==> src/verilog/dcr_defines.svh <==
// Offsets, field positions, reset values and write masks of the channel register set
`ifndef DCR_DEFINES_SVH
`define DCR_DEFINES_SVH

// ****************************************
// Register map (byte addresses, low 7 bits)
// ****************************************
`define DCR_CH0_BASE     7'h20
`define DCR_CH_LAST      7'h5F
`define DCR_SEL_SRC      2'h0
`define DCR_SEL_DST      2'h1
`define DCR_SEL_CNT      2'h2
`define DCR_SEL_CTL      2'h3

// ****************************************
// Channel control fields
// ****************************************
`define DCR_BIT_END_FLAG   1
`define DCR_BIT_REQ_SENSE  6
`define DCR_BIT_STB_POL    16
`define DCR_BIT_ACK_PHASE  17
`define DCR_BIT_ACC_POL    18
`define DCR_BIT_SRC_RELOAD 19
`define DCR_BIT_PTR_MODE   20
`define DCR_CTL_RST      32'h00000000
`define DCR_MASK_CH01    32'h0007FF7D
`define DCR_MASK_CH2     32'h0008FF3D
`define DCR_MASK_CH3     32'h0010FF3D
`define DCR_CNT_MASK     32'h00FFFFFF

// ****************************************
// Reload period on channel 2 (transfers minus one)
// ****************************************
`define DCR_RELOAD_LAST  2'h3

`endif

==> src/verilog/dcr_pkg.sv <==
// Types shared by the channel register set
package dcr_pkg;

   typedef enum logic [1:0] {
      DCR_SZ_BYTE = 2'b00,
      DCR_SZ_HALF = 2'b01,
      DCR_SZ_WORD = 2'b10
   } dcr_size_e;

   typedef struct packed {
      logic [6:0]  addr;
      dcr_size_e   size;
      logic        wr;
      logic        rd;
      logic [31:0] wdata;
   } dcr_cmd_s;

   typedef struct packed {
      logic        valid;
      logic [1:0]  chan;
      logic [31:0] src_step;
      logic [31:0] dst_step;
   } dcr_done_s;

endpackage

==> src/verilog/dcr_buf2.sv <==
// Two-entry buffer with valid and ready on both sides
`timescale 1ns/1ns
module dcr_buf2 (
   // Clock and reset
   input  wire logic        core_clk_i,
   input  wire logic        rst_i,
   input  wire logic        ce_i,
   // Filling side
   input  wire logic        in_valid_i,
   input  wire logic [31:0] in_data_i,
   output logic             in_ready_o,
   // Draining side
   output logic             out_valid_o,
   output logic [31:0]      out_data_o,
   input  wire logic        out_ready_i
);

   logic        out_valid_r;
   logic [31:0] out_data_r;
   logic        skid_valid_r;
   logic [31:0] skid_data_r;

   assign in_ready_o  = ~skid_valid_r;
   assign out_valid_o = out_valid_r;
   assign out_data_o  = out_data_r;

   // ****************************************
   // Output stage and skid entry
   // ****************************************
   always_ff @(posedge core_clk_i) begin
      if (rst_i) begin
         out_valid_r  <= 1'b0;
         out_data_r   <= 32'h00000000;
         skid_valid_r <= 1'b0;
         skid_data_r  <= 32'h00000000;
      end else if (ce_i) begin
         if (out_ready_i || !out_valid_r) begin
            if (skid_valid_r) begin
               out_valid_r  <= 1'b1;
               out_data_r   <= skid_data_r;
               skid_valid_r <= 1'b0;
            end else begin
               out_valid_r <= in_valid_i;
               out_data_r  <= in_data_i;
            end
         end else if (in_valid_i && !skid_valid_r) begin
            skid_valid_r <= 1'b1;
            skid_data_r  <= in_data_i;
         end
      end
   end

endmodule

==> src/verilog/dcr_top.sv <==
// Per-channel register set of a four-channel transfer controller
`timescale 1ns/1ns
`include "dcr_defines.svh"

//Function
// - Each channel holds a 32-bit read/write source pointer showing next read address.
// - Pointers and counter are undefined after reset and kept during standby.
// - Each channel holds a 32-bit counting destination pointer showing next write address.
// - Counter value one means one transfer; zero means 16,777,216 transfers.
// - Reading the counter during a transfer returns remaining transfers.
// - In 16-byte size each 128-bit block counts as one transfer.
// - Counter bits 31 to 24 ignore writes and read zero.
// - Channel control clears to zero on reset and holds through standby.
// - Bit 20 only channel 3, bit 19 only channel 2, bits 6,16-18 channels 0-1.
// - Channel control bits 31 to 21 always read zero.
// - Transfer-end flag clears only by writing zero after reading one.
// - Channel 3 pointer mode select: zero direct, one indirect.
// - Channel 2 source reload bit: zero no reload, one reload source.
// - Request-accepted output active-low when polarity bit zero, active-high when one.
// - Dual address mode strobe in read cycle when phase bit zero, else write cycle.
// - Single address mode asserts the strobe on every transfer regardless of phase bit.
// - Bit 16 makes the transfer strobe active-low when zero, active-high when one.
// - 16-bit accesses update only the addressed half, keeping the other half.
module dcr_top (
   // Clock, reset and clock enable
   input  wire logic                  core_clk_i,
   input  wire logic                  rst_i,
   input  wire logic                  ce_i,
   // CPU register port
   input  wire dcr_pkg::dcr_cmd_s     cmd_i,
   input  wire logic                  cmd_valid_i,
   output logic                       cmd_ready_o,
   output logic [31:0]                rdata_o,
   output logic                       rvalid_o,
   input  wire logic                  rready_i,
   // Transfer engine side
   input  wire dcr_pkg::dcr_done_s    done_i,
   output logic [3:0][31:0]           source_pointer_o,
   output logic [3:0][31:0]           dest_pointer_o,
   output logic [3:0][23:0]           transfer_count_o,
   output logic [3:0][31:0]           channel_control_o,
   // External request pins, channels 0 and 1
   input  wire logic [1:0]            transfer_request_in_n_i,
   input  wire logic [1:0]            req_accepted_i,
   input  wire logic [1:0]            rd_cycle_i,
   input  wire logic [1:0]            wr_cycle_i,
   input  wire logic [1:0]            single_addr_i,
   output logic [1:0]                 transfer_request_o,
   output logic [1:0]                 request_accepted_out_o,
   output logic [1:0]                 transfer_strobe_out_o
);

   // ****************************************
   // Storage
   // ****************************************
   logic [3:0][31:0] src_r;
   logic [3:0][31:0] dst_r;
   logic [3:0][23:0] cnt_r;
   logic [3:0][31:0] ctl_r;
   logic [3:0]       end_seen_r;
   logic [31:0]      src_init_r;
   logic [1:0]       rld_cnt_r;
   logic [1:0]       req_pin_prev_r;
   logic [1:0]       req_r;
   logic [1:0]       acc_out_r;
   logic [1:0]       stb_out_r;

   // ****************************************
   // Command decode
   // ****************************************
   logic        cmd_take;
   logic        hit;
   logic [1:0]  chan;
   logic [1:0]  sel;
   logic [3:0]  be;
   logic [31:0] rd_word;
   logic        buf_ready;

   assign cmd_take = cmd_valid_i & buf_ready & ce_i;
   assign hit      = (cmd_i.addr >= `DCR_CH0_BASE) && (cmd_i.addr <= `DCR_CH_LAST);
   assign chan     = 2'(cmd_i.addr[6:4] - 3'h2);
   assign sel      = cmd_i.addr[3:2];

   // Byte lanes, big-endian: lane 3 holds bits 31:24
   always_comb begin
      be = 4'h0;
      unique case (cmd_i.size)
         dcr_pkg::DCR_SZ_BYTE: be = 4'(4'h8 >> cmd_i.addr[1:0]);
         dcr_pkg::DCR_SZ_HALF: be = cmd_i.addr[1] ? 4'h3 : 4'hC;
         dcr_pkg::DCR_SZ_WORD: be = 4'hF;
         default:              be = 4'h0;
      endcase
   end

   // Lane merge of write data into an old value
   function automatic logic [31:0] merge(input logic [31:0] old_v,
                                         input logic [31:0] new_v,
                                         input logic [3:0]  lanes);
      logic [31:0] res;
      res = old_v;
      for (int i = 0; i < 4; i++) begin
         if (lanes[i]) begin
            res[i*8 +: 8] = new_v[i*8 +: 8];
         end
      end
      return res;
   endfunction

   // ****************************************
   // Per-channel registers
   // ****************************************
   for (genvar c = 0; c < 4; c++) begin : g_chan
      localparam logic [31:0] WMASK = (c < 2) ? `DCR_MASK_CH01 :
                                      (c == 2) ? `DCR_MASK_CH2 : `DCR_MASK_CH3;
      logic        sel_ch;
      logic        w_src;
      logic        w_dst;
      logic        w_cnt;
      logic        w_ctl;
      logic        r_ctl;
      logic        unit_done;
      logic        end_set;
      logic        reload_now;
      logic [31:0] ctl_wr;
      logic [31:0] cnt_wr;

      assign sel_ch    = cmd_take & hit & (chan == 2'(c));
      assign w_src     = sel_ch & cmd_i.wr & (sel == `DCR_SEL_SRC);
      assign w_dst     = sel_ch & cmd_i.wr & (sel == `DCR_SEL_DST);
      assign w_cnt     = sel_ch & cmd_i.wr & (sel == `DCR_SEL_CNT);
      assign w_ctl     = sel_ch & cmd_i.wr & (sel == `DCR_SEL_CTL);
      assign r_ctl     = sel_ch & cmd_i.rd & (sel == `DCR_SEL_CTL);
      assign unit_done = ce_i & done_i.valid & (done_i.chan == 2'(c));
      assign end_set   = unit_done & (cnt_r[c] == 24'h000001);
      assign reload_now = (c == 2) & ctl_r[c][`DCR_BIT_SRC_RELOAD]
                          & (rld_cnt_r == `DCR_RELOAD_LAST);
      assign ctl_wr    = merge(ctl_r[c], cmd_i.wdata, be);
      assign cnt_wr    = merge({8'h00, cnt_r[c]}, cmd_i.wdata, be) & `DCR_CNT_MASK;

      // Source pointer, no reset so contents survive standby
      always_ff @(posedge core_clk_i) begin
         if (w_src) begin
            src_r[c] <= merge(src_r[c], cmd_i.wdata, be);
         end else if (unit_done) begin
            if (reload_now) begin
               src_r[c] <= src_init_r;
            end else begin
               src_r[c] <= src_r[c] + done_i.src_step;
            end
         end
      end

      // Destination pointer with its counting function
      always_ff @(posedge core_clk_i) begin
         if (w_dst) begin
            dst_r[c] <= merge(dst_r[c], cmd_i.wdata, be);
         end else if (unit_done) begin
            dst_r[c] <= dst_r[c] + done_i.dst_step;
         end
      end

      // Transfer counter, zero wraps to the full 2^24 count
      always_ff @(posedge core_clk_i) begin
         if (w_cnt) begin
            cnt_r[c] <= cnt_wr[23:0];
         end else if (unit_done) begin
            cnt_r[c] <= cnt_r[c] - 24'h000001;
         end
      end

      // Channel control, cleared on reset only
      always_ff @(posedge core_clk_i) begin
         if (rst_i) begin
            ctl_r[c] <= `DCR_CTL_RST;
         end else if (ce_i) begin
            if (w_ctl) begin
               ctl_r[c] <= (ctl_wr & WMASK) | (ctl_r[c] & ~WMASK & 32'h00000002);
            end
            if (end_set) begin
               ctl_r[c][`DCR_BIT_END_FLAG] <= 1'b1;
            end else if (w_ctl && be[0] && end_seen_r[c]
                         && !cmd_i.wdata[`DCR_BIT_END_FLAG]) begin
               ctl_r[c][`DCR_BIT_END_FLAG] <= 1'b0;
            end
         end
      end

      // Read of a set end flag arms its clear
      always_ff @(posedge core_clk_i) begin
         if (rst_i) begin
            end_seen_r[c] <= 1'b0;
         end else if (ce_i) begin
            if (r_ctl && ctl_r[c][`DCR_BIT_END_FLAG]) begin
               end_seen_r[c] <= 1'b1;
            end else if (w_ctl && be[0] && !cmd_i.wdata[`DCR_BIT_END_FLAG]) begin
               end_seen_r[c] <= 1'b0;
            end
         end
      end
   end

   // ****************************************
   // Channel 2 source reload
   // ****************************************
   logic w_src2;
   logic done2;

   assign w_src2 = cmd_take & hit & cmd_i.wr & (chan == 2'h2) & (sel == `DCR_SEL_SRC);
   assign done2  = ce_i & done_i.valid & (done_i.chan == 2'h2);

   always_ff @(posedge core_clk_i) begin
      if (w_src2) begin
         src_init_r <= merge(src_r[2], cmd_i.wdata, be);
      end
   end

   always_ff @(posedge core_clk_i) begin
      if (rst_i) begin
         rld_cnt_r <= 2'h0;
      end else if (w_src2) begin
         rld_cnt_r <= 2'h0;
      end else if (done2 && ctl_r[2][`DCR_BIT_SRC_RELOAD]) begin
         rld_cnt_r <= rld_cnt_r + 2'h1;
      end
   end

   // ****************************************
   // Read data and two-entry return buffer
   // ****************************************
   always_comb begin
      rd_word = 32'h00000000;
      if (hit) begin
         unique case (sel)
            `DCR_SEL_SRC: rd_word = src_r[chan];
            `DCR_SEL_DST: rd_word = dst_r[chan];
            `DCR_SEL_CNT: rd_word = {8'h00, cnt_r[chan]};
            `DCR_SEL_CTL: rd_word = ctl_r[chan];
         endcase
      end
   end

   dcr_buf2 u_rbuf (
      .core_clk_i  (core_clk_i),
      .rst_i       (rst_i),
      .ce_i        (ce_i),
      .in_valid_i  (cmd_valid_i & cmd_i.rd),
      .in_data_i   (rd_word),
      .in_ready_o  (buf_ready),
      .out_valid_o (rvalid_o),
      .out_data_o  (rdata_o),
      .out_ready_i (rready_i)
   );

   assign cmd_ready_o = buf_ready;

   // ****************************************
   // Pin logic, channels 0 and 1
   // ****************************************
   for (genvar j = 0; j < 2; j++) begin : g_pin
      logic stb_act;

      assign stb_act = single_addr_i[j] ? (rd_cycle_i[j] | wr_cycle_i[j]) :
                       (ctl_r[j][`DCR_BIT_ACK_PHASE] ? wr_cycle_i[j] : rd_cycle_i[j]);

      always_ff @(posedge core_clk_i) begin
         if (rst_i) begin
            stb_out_r[j]      <= 1'b1;
            acc_out_r[j]      <= 1'b1;
            req_pin_prev_r[j] <= 1'b1;
            req_r[j]          <= 1'b0;
         end else if (ce_i) begin
            stb_out_r[j]      <= ctl_r[j][`DCR_BIT_STB_POL] ? stb_act : ~stb_act;
            acc_out_r[j]      <= ctl_r[j][`DCR_BIT_ACC_POL] ? req_accepted_i[j]
                                                            : ~req_accepted_i[j];
            req_pin_prev_r[j] <= transfer_request_in_n_i[j];
            req_r[j]          <= ctl_r[j][`DCR_BIT_REQ_SENSE] ?
                                 (req_pin_prev_r[j] & ~transfer_request_in_n_i[j]) :
                                 ~transfer_request_in_n_i[j];
         end
      end
   end

   // ****************************************
   // Outputs
   // ****************************************
   assign source_pointer_o       = src_r;
   assign dest_pointer_o         = dst_r;
   assign transfer_count_o       = cnt_r;
   assign channel_control_o      = ctl_r;
   assign transfer_request_o     = req_r;
   assign request_accepted_out_o = acc_out_r;
   assign transfer_strobe_out_o  = stb_out_r;

endmodule

==> config.mk <==
export PLATFORM = sky130hd
export DESIGN_NAME = dcr_top
export DESIGN_NICKNAME = d
export VERILOG_FILES = /design/src/verilog/dcr_pkg.sv /design/src/verilog/dcr_buf2.sv /design/src/verilog/dcr_top.sv
export VERILOG_INCLUDE_DIRS = /design/src /design/src/verilog
export SDC_FILE = /design/constraint.sdc
export NUM_CORES = 2
export LEC_CHECK = 0
export BUFFER_PORTS_ARGS = -buffer_cell sky130_fd_sc_hd__buf_2
export CELL_PAD_IN_SITES_DETAIL_PLACEMENT = 1
export CELL_PAD_IN_SITES_GLOBAL_PLACEMENT = 1
export CORE_ASPECT_RATIO = 2
export CORE_UTILIZATION = 40
export DETAILED_ROUTE_END_ITERATION = 16
export GPL_TIMING_DRIVEN = 0
export PLACE_DENSITY_LB_ADDON = 0.25
export SLEW_MARGIN = 40
export SYNTH_ARGS = -nofsm -noshare
export SYNTH_HDL_FRONTEND = slang
export SYNTH_HIERARCHICAL = 1
export SYNTH_SLANG_ARGS = --single-unit
==> constraint.sdc <==
create_clock -name core_clk_i -period 3.4 [get_ports core_clk_i]
set_input_delay 0.34 -clock core_clk_i [delete_from_list [all_inputs] [get_ports core_clk_i]]
set_output_delay 0.34 -clock core_clk_i [all_outputs]
set_load 0.005 [all_outputs]
==> out/summary.json <==
{
  "clk_path_buf_depth": {"value": 3},
  "globalRouteTotalUtil": {"value": 0.424},
  "timing.critical_path.required": {"value": 3840, "unit": "ps"},
  "seq_power_share": {"value": 0.409},
  "synthFlopType": {"value": "sky130_fd_sc_hd__edfxtp_1"},
  "fin_nets": {"value": 5438},
  "clock_latency": {"value": 700, "unit": "ps"},
  "clock.fmax": {"value": 0.288, "unit": "GHz"},
  "cts_tree": {"value": "done"},
  "critical_path_launch_point_type": {"value": "flop"},
  "io-pin-count": {"value": 645},
  "detailed_place_hpwl": {"value": 178000, "unit": "um"},
  "placed_area": {"value": 45300, "unit": "um^2"},
  "routability_congestion_estimate": {"value": 1.09},
  "post_route_cells_drive_above_1_share": {"value": 0.250},
  "power_density": {"value": 367, "unit": "nW/um^2"},
  "clock-sinks": {"value": 530},
  "synth_async_sr_flop_share": {"value": 0},
  "final_tns_setup": {"value": -71.9, "unit": "ps"},
  "ys_seq_area_frac": {"value": 0.361},
  "crit_cells": {"value": 14},
  "layout.core_utilization": {"value": 0.494},
  "route.vias.total": {"value": 40362},
  "maxSlewViolCount": {"value": 0},
  "ys_seq_elements": {"value": 530},
  "netlist.top_cell.by_area": {"value": "sky130_fd_sc_hd__edfxtp_1"},
  "final_area": {"value": 48900, "unit": "um^2"},
  "postRouteWirelength": {"value": 218000, "unit": "um"},
  "n_fill_cell": {"value": 11579},
  "min-delay-path-class": {"value": "in2reg"},
  "fin_skew": {"value": 26.4, "unit": "ps"},
  "synth-edff-count": {"value": 384},
  "p_sw": {"value": 5780, "unit": "uW"},
  "criticalPathCategory": {"value": "reg2reg"},
  "path_max_fanout": {"value": 4},
  "power.clock.fraction": {"value": 0.358},
  "avgSynthCellArea": {"value": 9.33, "unit": "um^2"},
  "dieArea": {"value": 101000, "unit": "um^2"},
  "crit_top_cell": {"value": "sky130_fd_sc_hd__o211ai_1"},
  "synthesis.yosys.warnings": {"value": 6},
  "finalHoldViolations": {"value": 0},
  "synth.distinct_cells": {"value": 87},
  "timing.reg2reg.worst_path_depth": {"value": 14},
  "cts_buffers": {"value": 53},
  "run_status": {"value": "finished, violations left"},
  "max_slew.worst_pin.slew": {"value": 979, "unit": "ps"},
  "worst_slack": {"value": -71.9, "unit": "ps"},
  "cellLeakagePower": {"value": 0.0194, "unit": "uW"},
  "finalCriticalPeriod": {"value": 3470, "unit": "ps"},
  "clkTransAtPathRegs": {"value": 70, "unit": "ps"},
  "maxCapViolCount": {"value": 0},
  "critical_path.top_delay_family": {"value": "compound AO/OA/AOI/OAI gates"},
  "fin_total_pwr": {"value": 18000, "unit": "uW"},
  "largest_net_degree_at_the_start_of_global_routing": {"value": 22},
  "worstPathArrival": {"value": 3910, "unit": "ps"},
  "failing_checks": {"value": "setup timing"},
  "drc_errors": {"value": 0},
  "grt_first_pass_wirelength": {"value": 302000, "unit": "um"},
  "internal-power": {"value": 12200, "unit": "uW"},
  "synth_top_cells_by_area": {"value": "sky130_fd_sc_hd__edfxtp_1 (29%), sky130_fd_sc_hd__ha_1 (8.0%), sky130_fd_sc_hd__dfxtp_1 (7.3%), sky130_fd_sc_hd__mux4_2 (6.5%), sky130_fd_sc_hd__a21oi_1 (5.7%)"},
  "io_buffer_count": {"value": 564},
  "grt_antenna_before_repair": {"value": 21},
  "cpMaxStageDelayCell": {"value": "sky130_fd_sc_hd__edfxtp_1"},
  "htree_num_levels": {"value": 2},
  "route.detailed.vias_per_inst": {"value": 6.28},
  "die-height": {"value": 450, "unit": "um"},
  "crit_buf_inv": {"value": 3},
  "report.final.setup_viol": {"value": 1},
  "initial_core_util": {"value": 0.405},
  "synthDominantCellAreaShare": {"value": 0.288},
  "min_path_cells": {"value": 3},
  "critical_path.cell_chain": {"value": "ha_4 -> inv_2 -> fa_2 -> nor2b_2 -> o31a_1 -> o211ai_1 -> nand3b_1 -> a41oi_4 -> buf_12 -> o211ai_1 -> buf_4 -> a31oi_4 -> mux2i_2 -> nor3_1"},
  "grt_remaining_overflow": {"value": 0},
  "critPathMaxStageDelay": {"value": 450, "unit": "ps"},
  "core_area": {"value": 98900, "unit": "um^2"},
  "drtIter0Drc": {"value": 3267},
  "combinationalPowerShare": {"value": 0.233},
  "synth_area": {"value": 40100, "unit": "um^2"},
  "rsz0062_at_grt": {"value": "yes"},
  "power.share.switching": {"value": 0.322},
  "timing.critical_path.to_type": {"value": "flop"},
  "synthCells": {"value": 4293},
  "dieWidth": {"value": 226, "unit": "um"},
  "wl_per_cell": {"value": 34.0, "unit": "um"},
  "number_of_global_route_vias_before_repair": {"value": 42113},
  "worst_vdd_drop": {"value": 0.378, "unit": "mV"},
  "iteration_count_of_the_initial_detailed_routing_pass": {"value": 6},
  "period_share": {"value": 1.02},
  "area_delta_synth_final": {"value": 22.0, "unit": "%"},
  "clockRootBuffer": {"value": "sky130_fd_sc_hd__clkbuf_16"},
  "detail-route-antenna-nets": {"value": 0},
  "max_slew_headroom": {"value": 0.347},
  "rows": {"value": 163}
}
## registers in the layout, summed over array words and instances, names as in the netlist, 2 cells and up, named ones only
signal / cells
dest_pointer_o: 128
source_pointer_o: 128
transfer_count_o: 96
channel_control_o: 62
src_init_r: 32
u_rbuf/out_data_o: 32
u_rbuf/skid_data_r: 32
end_seen_r: 4
req_pin_prev_r: 2
request_accepted_out_o: 2
rld_cnt_r: 2
transfer_request_o: 2
transfer_strobe_out_o: 2
## logic make-up (layout without fill, tap and decap cells)
logic type | Yosys count | count (layout) | share of synthesized area
flip-flops | 530 | 530 | 0.361
buffers and inverters | 378 | 1115 | 0.0437
multiplexers | 266 | 266 | 0.103
AO/OA/AOI/OAI | 1185 | 1185 | 0.185
AND/OR/NAND/NOR | 1383 | 1384 | 0.161
adder cells (fa/ha/maj) | 265 | 265 | 0.0843
other | 1 | 73 | 0.0000936
XOR/XNOR | 285 | 285 | 0.0623
## synth_stat cells, types with 105 or more instances
library cell               number
sky130_fd_sc_hd__a21oi_1      453
sky130_fd_sc_hd__nand2_1      429
sky130_fd_sc_hd__nor2_1       424
sky130_fd_sc_hd__edfxtp_1     384
sky130_fd_sc_hd__ha_1         257
sky130_fd_sc_hd__o21ai_0      240
sky130_fd_sc_hd__clkbuf_1     165
sky130_fd_sc_hd__xnor2_1      148
sky130_fd_sc_hd__dfxtp_1      146
sky130_fd_sc_hd__xor2_1       137
sky130_fd_sc_hd__mux2i_1      136
sky130_fd_sc_hd__mux4_2       116
sky130_fd_sc_hd__nand2b_1     105
## worst reg2reg max path: stages (launching register included)
cell,delay (ps)
sky130_fd_sc_hd__edfxtp_1,450
sky130_fd_sc_hd__ha_4,220
sky130_fd_sc_hd__inv_2,50
sky130_fd_sc_hd__fa_2,190
sky130_fd_sc_hd__nor2b_2,60
sky130_fd_sc_hd__o31a_1,340
sky130_fd_sc_hd__o211ai_1,350
sky130_fd_sc_hd__nand3b_1,250
sky130_fd_sc_hd__a41oi_4,240
sky130_fd_sc_hd__buf_12,170
sky130_fd_sc_hd__o211ai_1,90
sky130_fd_sc_hd__buf_4,160
sky130_fd_sc_hd__a31oi_4,260
sky130_fd_sc_hd__mux2i_2,300
sky130_fd_sc_hd__nor3_1,80
## power by group through the flow
stage / clock [uW] / combinational (uW) / sequential, uW
3_3_place_gp: 0 / 3720 / 7480
3_5_place_dp: 0 / 3830 / 7480
6_report: 6430 / 4190 / 7340
4_1_cts: 6390 / 4000 / 7330
2_1_floorplan: 0 / 2430 / 7420
5_1_grt: 6590 / 4430 / 7340
## cells in the final DEF (no fill, tap or decap), drive strengths merged, types with 58 or more instances in the layout
cell and instances:
a21oi 455, nand3 89, buf 753, edfxtp 384, clkbuf 230, ha 257
nand2b 106, a211oi 66, o21ai 249, xor2 137, conb 62, inv 98
a21o 98, nand2 429, nor3 100, mux4 116, mux2i 136, dfxtp 146
nor2 425, o21a 58, xnor2 148
## layer usage
layer,up-vias,wire length (um),GRT usage
li1,17243,-,-
met3,849,18400,0.113
met4,6,25200,0.409
met1,20103,69200,0.412
met5,-,46,0
met2,2161,105000,0.716
## through the flow
stage | hold slack, ps | worst slack, ps | std cells
after detailed placement | 472 | -1680 | 6257
after global routing | 36.3 | -118 | 6417
final | 15.1 | -71.9 | 6423
after CTS | 13.2 | -1.04 | 6388
after global placement | 450 | -3320 | 6238
after floorplan | 448 | 119 | 4354
## layout make-up
type                    count  area [um^2]  area share
inverters                  97          368     0.00753
multi-input cells        3447        25500       0.522
clock inverters            32          310     0.00635
flip-flops and latches    530        14500       0.296
plain buffers             276         1530      0.0312
diodes                     11         27.5    0.000563
well taps                1320         1650      0.0338
repair buffers            643         3590      0.0734
clock buffers              67         1420      0.0291
## final timing paths
path                                         endpoint  slack, ps                                start
setup / recovery       source_pointer_o[94]$_DFFE_PP_        -70       source_pointer_o[64]$_DFFE_PP_
hold / removal                src_init_r[1]$_DFFE_PP_         20                             cmd_i[1]
setup reg to reg       source_pointer_o[94]$_DFFE_PP_        -70       source_pointer_o[64]$_DFFE_PP_
hold reg to reg   u_rbuf/skid_data_r[25]$_SDFFE_PP0P_        480  u_rbuf/skid_data_r[25]$_SDFFE_PP0P_
## what timing repair did
action                                  4_1_cts  5_1_grt
endpoints found under the setup margin      724       53
pin swaps                                    27       24
cloned                                        1        0
setup buffers                                33       24
resized for setup                           182       60
hold buffers                                  3        0
hold endpoints to repair                      3        0
Power figures use the tool's default switching activity.
